===== src/spc_cfg.svh =====
// Register map, field positions and timing counts of the synthesizer control sequencer
`ifndef SPC_CFG_SVH
`define SPC_CFG_SVH
`define SPC_WORD_BITS 22
`define SPC_DATA_BITS 18
`define SPC_ADDR_MAIN 4'h0
`define SPC_ADDR_GAIN 4'h1
`define SPC_ADDR_PWR 4'h2
`define SPC_ADDR_N_RF1 4'h3
`define SPC_ADDR_N_RF2 4'h4
`define SPC_ADDR_N_IF 4'h5
`define SPC_ADDR_R_RF1 4'h6
`define SPC_ADDR_R_RF2 4'h7
`define SPC_ADDR_R_IF 4'h8
`define SPC_MAIN_AUTO_GAIN 2
`define SPC_MAIN_AUTO_PWR 3
`define SPC_MAIN_LOW_BIAS 5
`define SPC_MAIN_AUX_LO 12
`define SPC_PWR_RF_EN 0
`define SPC_PWR_IF_EN 1
`define SPC_R_BITS 13
`define SPC_TUNE_PERIODS 8'd13
`define SPC_SETTLE_PERIODS 8'd25
`define SPC_TOTAL_PERIODS 8'd40
`define SPC_AUX_LOW 2'h1
`define SPC_AUX_LOCK 2'h3
`endif


===== src/spc_pkg.sv =====
// Types of the synthesizer control sequencer
package spc_pkg;
   typedef enum logic [1:0] {SPC_IDLE, SPC_TUNE, SPC_SETTLE, SPC_LOCKED} spc_state_t;
   typedef enum logic [1:0] {SPC_LOOP_RF1, SPC_LOOP_RF2, SPC_LOOP_IF} spc_loop_t;
endpackage


===== src/spc_synth_ctrl.sv =====
// Serial register file, loop sequencers, gain and power control of the synthesizer
`timescale 1ns/100ps
`include "spc_cfg.svh"
module spc_synth_ctrl (
   input wire logic clock,
   input wire logic reset,
   input wire logic reference_input_pin,
   input wire logic serial_clock_pin,
   input wire logic serial_enable_n,
   input wire logic serial_data_pin,
   input wire logic chip_powerdown_n_pin,
   input wire logic rf_near_limit,
   input wire logic if_near_limit,
   output logic aux_output_pin,
   output logic lock_warn_n,
   output logic rf_section_on,
   output logic if_section_on,
   output logic ref_amp_on,
   output logic if_amp_low_bias,
   output logic [1:0] if_output_divide,
   output logic rf2_path_active,
   output logic [1:0] rf1_gain_code,
   output logic [1:0] rf2_gain_code,
   output logic [1:0] if_gain_code,
   output logic [2:0] loop_tuning,
   output logic [2:0] loop_settled,
   output logic [2:0] loop_compare
);
   import spc_pkg::*;

   // Two-flop synchronisers for pins
   logic [3:0] sync1_r;
   logic [3:0] sync2_r;
   logic sclk_d_r;
   logic enable_n_d_r;
   // Enable bit resets high, so releasing reset gives no false commit
   always_ff @(posedge clock or posedge reset) begin
      if (reset) begin
         sync1_r <= 4'h2;
         sync2_r <= 4'h2;
      end else begin
         sync1_r <= {chip_powerdown_n_pin, reference_input_pin, serial_enable_n, serial_clock_pin};
         sync2_r <= sync1_r;
      end
   end
   wire logic sclk_s = sync2_r[0];
   wire logic enable_n_s = sync2_r[1];
   wire logic ref_s = sync2_r[2];
   wire logic pwdn_n_s = sync2_r[3];
   // Edge history of synchronised link strobes
   always_ff @(posedge clock or posedge reset) begin
      if (reset) begin
         sclk_d_r <= 1'b0;
         enable_n_d_r <= 1'b1;
      end else begin
         sclk_d_r <= sclk_s;
         enable_n_d_r <= enable_n_s;
      end
   end
   logic sdata1_r;
   logic sdata2_r;
   always_ff @(posedge clock or posedge reset) begin
      if (reset) begin
         sdata1_r <= 1'b0;
         sdata2_r <= 1'b0;
      end else begin
         sdata1_r <= serial_data_pin;
         sdata2_r <= sdata1_r;
      end
   end

   // Serial shift register, independent of power state
   logic [`SPC_WORD_BITS-1:0] shift_r;
   always_ff @(posedge clock or posedge reset) begin
      if (reset) begin
         shift_r <= '0;
      end else if (!enable_n_s && sclk_s && !sclk_d_r) begin
         shift_r <= {shift_r[`SPC_WORD_BITS-2:0], sdata2_r};
      end
   end
   wire logic commit = enable_n_s && !enable_n_d_r;
   wire logic [3:0] waddr = shift_r[`SPC_WORD_BITS-1:`SPC_DATA_BITS];
   wire logic [`SPC_DATA_BITS-1:0] wdata = shift_r[`SPC_DATA_BITS-1:0];

   // Register file
   logic [`SPC_DATA_BITS-1:0] main_r;
   logic [5:0] gain_r;
   logic [1:0] pwr_r;
   logic [17:0] n_r [3];
   logic [`SPC_R_BITS-1:0] r_r [3];
   logic [2:0] dwrite;
   always_comb begin
      dwrite = 3'h0;
      if (commit) begin
         dwrite[0] = (waddr == `SPC_ADDR_N_RF1) || (waddr == `SPC_ADDR_R_RF1);
         dwrite[1] = (waddr == `SPC_ADDR_N_RF2) || (waddr == `SPC_ADDR_R_RF2);
         dwrite[2] = (waddr == `SPC_ADDR_N_IF) || (waddr == `SPC_ADDR_R_IF);
      end
   end
   // Main configuration word
   always_ff @(posedge clock or posedge reset) begin
      if (reset) begin
         main_r <= '0;
      end else if (commit && waddr == `SPC_ADDR_MAIN) begin
         main_r <= wdata;
      end
   end
   // Manual gain codes
   always_ff @(posedge clock or posedge reset) begin
      if (reset) begin
         gain_r <= 6'h00;
      end else if (commit && waddr == `SPC_ADDR_GAIN) begin
         gain_r <= wdata[5:0];
      end
   end
   // Section enable bits
   always_ff @(posedge clock or posedge reset) begin
      if (reset) begin
         pwr_r <= 2'h0;
      end else if (commit && waddr == `SPC_ADDR_PWR) begin
         pwr_r <= wdata[1:0];
      end
   end
   // Feedback dividers, one N value per loop, used only for automatic gain
   always_ff @(posedge clock or posedge reset) begin
      if (reset) begin
         n_r[0] <= '0;
         n_r[1] <= '0;
         n_r[2] <= '0;
      end else if (commit) begin
         case (waddr)
            `SPC_ADDR_N_RF1: n_r[0] <= wdata;
            `SPC_ADDR_N_RF2: n_r[1] <= {1'b0, wdata[16:0]};
            `SPC_ADDR_N_IF: n_r[2] <= {2'b00, wdata[15:0]};
            default: ;
         endcase
      end
   end
   // Reference dividers
   always_ff @(posedge clock or posedge reset) begin
      if (reset) begin
         r_r[0] <= '0;
         r_r[1] <= '0;
         r_r[2] <= '0;
      end else if (commit) begin
         case (waddr)
            `SPC_ADDR_R_RF1: r_r[0] <= wdata[`SPC_R_BITS-1:0];
            `SPC_ADDR_R_RF2: r_r[1] <= wdata[`SPC_R_BITS-1:0];
            `SPC_ADDR_R_IF: r_r[2] <= wdata[`SPC_R_BITS-1:0];
            default: ;
         endcase
      end
   end

   // Active RF path, last written wins
   always_ff @(posedge clock or posedge reset) begin
      if (reset) begin
         rf2_path_active <= 1'b0;
      end else if (dwrite[0]) begin
         rf2_path_active <= 1'b0;
      end else if (dwrite[1]) begin
         rf2_path_active <= 1'b1;
      end
   end

   // Power decoding
   wire logic auto_power_on = main_r[`SPC_MAIN_AUTO_PWR];
   wire logic if_section_enable = pwr_r[`SPC_PWR_IF_EN];
   wire logic rf_section_enable = pwr_r[`SPC_PWR_RF_EN];
   logic rf_on;
   logic if_on;
   always_comb begin
      if (!pwdn_n_s) begin
         rf_on = 1'b0;
         if_on = 1'b0;
      end else if (auto_power_on) begin
         rf_on = 1'b1;
         if_on = 1'b1;
      end else begin
         rf_on = rf_section_enable;
         if_on = if_section_enable;
      end
   end
   always_ff @(posedge clock or posedge reset) begin
      if (reset) begin
         rf_section_on <= 1'b0;
         if_section_on <= 1'b0;
      end else begin
         rf_section_on <= rf_on;
         if_section_on <= if_on;
      end
   end
   // Reference amplifier follows either enable, auto power counting as both
   always_ff @(posedge clock or posedge reset) begin
      if (reset) begin
         ref_amp_on <= 1'b0;
      end else begin
         ref_amp_on <= pwdn_n_s && (auto_power_on || rf_section_enable || if_section_enable);
      end
   end
   // IF output amplifier settings
   always_ff @(posedge clock or posedge reset) begin
      if (reset) begin
         if_amp_low_bias <= 1'b0;
         if_output_divide <= 2'h0;
      end else begin
         if_amp_low_bias <= main_r[`SPC_MAIN_LOW_BIAS];
         if_output_divide <= main_r[11:10];
      end
   end
   wire logic [2:0] loop_on = {if_on, rf_on && rf2_path_active, rf_on && !rf2_path_active};
   logic [2:0] loop_on_d_r;
   always_ff @(posedge clock or posedge reset) begin
      if (reset) begin
         loop_on_d_r <= 3'h0;
      end else begin
         loop_on_d_r <= loop_on;
      end
   end

   // Reference edge detect feeds per-loop R counters
   logic ref_d_r;
   always_ff @(posedge clock or posedge reset) begin
      if (reset) begin
         ref_d_r <= 1'b0;
      end else begin
         ref_d_r <= ref_s;
      end
   end
   wire logic ref_rise = ref_s && !ref_d_r;

   // Per-loop reference divider and tune/settle sequencer
   spc_state_t st_r [3];
   logic [`SPC_R_BITS-1:0] rcnt_r [3];
   logic [7:0] pcnt_r [3];
   logic [2:0] tick;
   logic [2:0] start;
   for (genvar i = 0; i < 3; i++) begin : g_loop
      always_comb begin
         tick[i] = ref_rise && loop_on[i] && (rcnt_r[i] == '0);
         start[i] = (loop_on[i] && !loop_on_d_r[i]) || (loop_on[i] && dwrite[i]);
      end
      always_ff @(posedge clock or posedge reset) begin
         if (reset) begin
            rcnt_r[i] <= '0;
         end else if (!loop_on[i] || start[i]) begin
            rcnt_r[i] <= '0;
         end else if (ref_rise) begin
            if (rcnt_r[i] == '0) begin
               rcnt_r[i] <= (r_r[i] == '0) ? '0 : r_r[i] - `SPC_R_BITS'(1);
            end else begin
               rcnt_r[i] <= rcnt_r[i] - `SPC_R_BITS'(1);
            end
         end
      end
      always_ff @(posedge clock or posedge reset) begin
         if (reset) begin
            st_r[i] <= SPC_IDLE;
            pcnt_r[i] <= 8'h00;
         end else if (!loop_on[i]) begin
            st_r[i] <= SPC_IDLE;
            pcnt_r[i] <= 8'h00;
         end else if (start[i]) begin
            st_r[i] <= SPC_TUNE;
            pcnt_r[i] <= 8'h00;
         end else if (tick[i]) begin
            case (st_r[i])
               SPC_TUNE: begin
                  pcnt_r[i] <= pcnt_r[i] + 8'h01;
                  if (pcnt_r[i] == `SPC_TUNE_PERIODS - 8'h01) begin
                     st_r[i] <= SPC_SETTLE;
                  end
               end
               SPC_SETTLE: begin
                  pcnt_r[i] <= pcnt_r[i] + 8'h01;
                  if (pcnt_r[i] == `SPC_TUNE_PERIODS + `SPC_SETTLE_PERIODS - 8'h01) begin
                     st_r[i] <= SPC_LOCKED;
                  end
               end
               default: ;
            endcase
         end
      end
      always_ff @(posedge clock or posedge reset) begin
         if (reset) begin
            loop_tuning[i] <= 1'b0;
         end else begin
            loop_tuning[i] <= (st_r[i] == SPC_TUNE);
         end
      end
      always_ff @(posedge clock or posedge reset) begin
         if (reset) begin
            loop_settled[i] <= 1'b0;
         end else begin
            loop_settled[i] <= (st_r[i] == SPC_LOCKED);
         end
      end
      always_ff @(posedge clock or posedge reset) begin
         if (reset) begin
            loop_compare[i] <= 1'b0;
         end else begin
            loop_compare[i] <= tick[i];
         end
      end
   end

   // Automatic gain from N
   function automatic logic [1:0] gain_from_n(input logic [17:0] n, input logic [17:0] base);
      if (n >= (base << 3)) begin
         gain_from_n = 2'h3;
      end else if (n >= (base << 2)) begin
         gain_from_n = 2'h2;
      end else if (n >= (base << 1)) begin
         gain_from_n = 2'h1;
      end else begin
         gain_from_n = 2'h0;
      end
   endfunction
   wire logic auto_gain_select = main_r[`SPC_MAIN_AUTO_GAIN];
   always_ff @(posedge clock or posedge reset) begin
      if (reset) begin
         rf1_gain_code <= 2'h0;
         rf2_gain_code <= 2'h0;
         if_gain_code <= 2'h0;
      end else if (auto_gain_select) begin
         rf1_gain_code <= gain_from_n(n_r[0], 18'h01000);
         rf2_gain_code <= gain_from_n(n_r[1], 18'h00800);
         if_gain_code <= gain_from_n(n_r[2], 18'h00400);
      end else begin
         rf1_gain_code <= gain_r[1:0];
         rf2_gain_code <= gain_r[3:2];
         if_gain_code <= gain_r[5:4];
      end
   end

   // Lock warning and aux output
   wire logic rf_tuning = rf2_path_active ? (st_r[1] == SPC_TUNE) : (st_r[0] == SPC_TUNE);
   wire logic any_tuning = rf_tuning || (st_r[2] == SPC_TUNE);
   wire logic near = (rf_on && rf_near_limit) || (if_on && if_near_limit);
   wire logic [1:0] aux_out_select = main_r[`SPC_MAIN_AUX_LO+1:`SPC_MAIN_AUX_LO];
   always_ff @(posedge clock or posedge reset) begin
      if (reset) begin
         lock_warn_n <= 1'b1;
      end else begin
         lock_warn_n <= any_tuning || near;
      end
   end
   // Aux output carries the lock warning on code 11, low otherwise
   always_ff @(posedge clock or posedge reset) begin
      if (reset) begin
         aux_output_pin <= 1'b0;
      end else if (aux_out_select == `SPC_AUX_LOCK) begin
         aux_output_pin <= any_tuning || near;
      end else begin
         aux_output_pin <= 1'b0;
      end
   end
endmodule // spc_synth_ctrl


===== config.mk =====
export PLATFORM = sky130hd
export DESIGN_NAME = spc_synth_ctrl
export DESIGN_NICKNAME = d
export VERILOG_FILES = /design/src/spc_pkg.sv /design/src/spc_synth_ctrl.sv
export VERILOG_INCLUDE_DIRS = /design/src
export SDC_FILE = /design/constraint.sdc
export NUM_CORES = 1
export LEC_CHECK = 0
export ABC_AREA = 1
export BUFFER_PORTS_ARGS = -buffer_cell sky130_fd_sc_hd__buf_2
export CAP_MARGIN = 20
export CORE_UTILIZATION = 53
export DETAILED_ROUTE_END_ITERATION = 8
export PLACE_DENSITY_LB_ADDON = 0.05
export SLEW_MARGIN = 10
export SYNTH_ARGS = -nofsm -noshare
export SYNTH_HDL_FRONTEND = slang
export SYNTH_SLANG_ARGS = --single-unit

===== constraint.sdc =====
create_clock -name clock -period 6.8 [get_ports clock]
set_input_delay 0.34 -clock clock [delete_from_list [all_inputs] [get_ports clock]]
set_output_delay 0.34 -clock clock [all_outputs]
set_load 0.01 [all_outputs]

==> results.py <==
metrics = {
    "floorplan": {
        "fp.dieW_um": 143,
        "dieArea_um2": 20500,
        "start_util_pct": 54.1,
        "rows": 51,
        "core_um2": 19500,
        "io_pins": 33,
        "fp.dieH_um": 143,
    },
    "logic_synthesis": {
        "synth-xor-area-share_pct": 2.90,
        "yosys.area.top_type": "dfrtp_1",
        "synth-main-ff-cell": "dfrtp_1",
        "avgSynthCellArea_um2": 7.62,
        "synth-simple-area-share_pct": 31.1,
        "synthCells": 1387,
        "syn_area_um2": 10600,
        "seq_area_frac_synth_pct": 47.2,
        "synth.mux.area_fraction_pct": 0,
        "synth_compound_area_share_pct": 8.09,
        "async_reset_ff_share_pct": 100,
        "yosysWarnings": 0,
        "synth_edf_count": 0,
        "synth_top_area_share_pct": 46.2,
        "synth_fa_ha_area_share_pct": 3.20,
        "synthTopCellsByArea": "dfrtp_1, nand2_1, o21ai_0, inv_1, nor2_1",
        "ys_ff_latch": 199,
        "syn-num-nets": 1423,
        "ys_types": 44,
        "synth_top_family_by_area": "simple AND/OR/NAND/NOR gates",
    },
    "sta": {
        "final_hold_viol_count": 0,
        "worst_pin_slew_ps": 853,
        "rsz0062_at_grt": "no",
        "fmax_mhz": 462,
        "setup_tns_ps": 0,
        "finalCriticalPeriod_ps": 2160,
        "setup_viol": 0,
        "slew_headroom_pct": 43.1,
        "fin_ws_ps": 4640,
        "slew_viol_final": 0,
        "post-route-period-util_pct": 31.8,
        "fin_skew_ps": 12.4,
    },
    "critical_path": {
        "cp-end-kind": "register",
        "cp.required_ps": 7180,
        "cp.arrival_ps": 2540,
        "r2r_cells": 8,
        "worstSetupStartpointType": "register",
        "crit_type": "reg -> reg",
        "rrSetupSlack_ps": 4640,
        "cp_max_fo": 13,
    },
    "layout": {
        "design_area_um2": 11600,
        "antenna_cells": 0,
        "fin_nets": 1453,
        "layout_common_cells": "nand2_1, dfrtp_1, inv_1, nor2_1, o21ai_0",
        "area_growth_pct": 9.94,
        "stdcell_count": 1695,
        "drive_gt1_share_pct": 8.32,
        "final_common_cell": "nand2_1",
        "fillers": 1866,
    },
    "clocking": {
        "clk_latency_ps": 450,
        "post-cts-setup-buffers": 0,
        "cts-root-buf": "clkbuf_16",
        "cts_buffer_depth": 2,
        "cts_sinks": 199,
        "cts_resized": 0,
        "clkTransAtPathRegs_ps": 80,
        "cts_htree_levels": 4,
        "cts_buffers": 17,
        "tritoncts": "done",
    },
    "power": {
        "power.leakage_uw": 0.00611,
        "pwr-share-comb_pct": 6.9,
        "p_sw_share_pct": 27.4,
        "power_frac_clock_pct": 42.0,
        "ir_drop_mv": 0.165,
        "seq_power_share_pct": 51.1,
        "p_int_uw": 1770,
        "p_per_area_nw_per_um2": 210,
        "netSwitchingPower_uw": 669,
    },
    "global_routing": {
        "grt_use_total_pct": 24.6,
        "gr-total-overflow": 0,
        "grt_first_pass_wirelength_um": 39000,
        "antenna_found_initial": 0,
        "grt_pass1_vias": 7883,
        "grt_max_degree": 119,
    },
    "routing": {
        "wire_per_inst_um": 13.8,
        "wl_um": 23400,
        "dr.pass1.iters": 6,
        "vias": 8598,
        "wl_met2_um": 11100,
        "wl_met3_um": 726,
        "drt_iter0_markers": 530,
        "routed_via_density": 5.07,
        "drc_errors": 0,
        "wl_met1_um": 11300,
        "routed.top_layer": "met4",
        "ant_nets": 0,
    },
    "placement": {
        "port-buffer-count": 32,
        "place_area_um2": 10900,
        "dpl.hpwl_um": 16300,
        "dp_slack_ps": 4620,
        "gp_congestion": 0.869,
        "place_inst": 1657,
    },
    "flow_run": {
        "drv_cap": 0,
    },
    "hold_path": {
        "hold_class": "in -> async",
    },
    "run_status": {
        "status": "finished clean",
    },
}
-- final timing paths --
path,startpoint,endpoint
max,enable_n_d_r,rcnt_r[27]
min,reset,pcnt_r[19]
max reg2reg,enable_n_d_r,rcnt_r[27]
min reg2reg,sync1_r[3],sync2_r[3]
max in group asynchronous,reset,sync1_r[1]
min in group clock,if_near_limit,lock_warn_n
-- registers in the layout, summed over array words and instances, names as in the netlist, 2 cells and up --
signal            count
loop_compare          3
loop_settled          3
pcnt_r               24
loop_on_d_r           2
if_output_divide      2
loop_tuning           3
n_r                  15
pwr_r                 2
gain_r                6
rcnt_r               39
if_gain_code          2
main_r                7
rf2_gain_code         2
rf1_gain_code         2
r_r                  39
st_r                  6
sync2_r               4
shift_r              22
sync1_r               4
-- cell type report --
| type | instances | area [um^2] | share of cell area, % |
|---|---|---|---|
| Tap cell | 265 | 332 | 2.85 |
| Sequential cell | 199 | 4980 | 42.9 |
| Clock buffer | 18 | 429 | 3.70 |
| Clock inverter | 14 | 176 | 1.52 |
| Multi-Input combinational cell | 984 | 4780 | 41.2 |
| Timing Repair Buffer | 40 | 245 | 2.11 |
| Inverter | 175 | 667 | 5.74 |
-- routing by layer --
layer | up-vias | global-route usage (%)
met2 | 144 | 39.3
met1 | 4004 | 34.7
met4 | 0 | 6.90
met3 | 20 | 3.86
met5 | - | 0
li1 | 4430 | -
-- repair_timing --
action	CTS	global route
endpoints found under the hold margin	5	0
setup endpoints to repair	0	0
hold buffers	5	0
-- cell families (layout without fill, tap and decap cells) --
family,count (synthesis),in the layout
simple gates,762,762
buf+inv,204,247
compound gates,160,160
xor+xnor,35,35
fa+ha+maj,27,27
flops,199,199
-- cell usage after synthesis, drive strengths merged, types with 2 or more instances --
cell type,number
a21oi,18
buf,10
clkbuf,19
dfrtp,195
dfstp,4
ha,27
inv,175
nand2,441
nand3,106
nand3b,8
nand4,25
nor2,162
nor3,13
nor4,2
o211ai,2
o21a,2
o21ai,130
o21bai,2
or2,3
xnor2,6
xor2,29
-- through the flow --
stage	util, %	hold WS, ps	power (uW)
floorplan	-	331	1370
global placement	56.0	336	1430
detailed placement	56.0	338	1440
CTS	59.4	115	2470
global route	59.5	122	2530
finish	59.5	44.7	2440
-- critical path, cell delays in order (launching register included) --
cell	delay, ps
dfstp_2	540
inv_1	30
nand2_1	100
nor2_1	100
nand2_1	360
nand3_2	230
nor2_2	460
o21ai_0	170
nand2_1	90
-- power by group through the flow --
| stage | Sequential [uW] | Combinational, uW | Clock (uW) |
|---|---|---|---|
| floorplan | 1270 | 93.0 | 0 |
| global placement | 1270 | 166 | 0 |
| detailed placement | 1270 | 168 | 0 |
| CTS | 1250 | 171 | 1050 |
| global route | 1250 | 188 | 1100 |
| finish | 1250 | 168 | 1020 |
(Power assumes the default switching activity.)
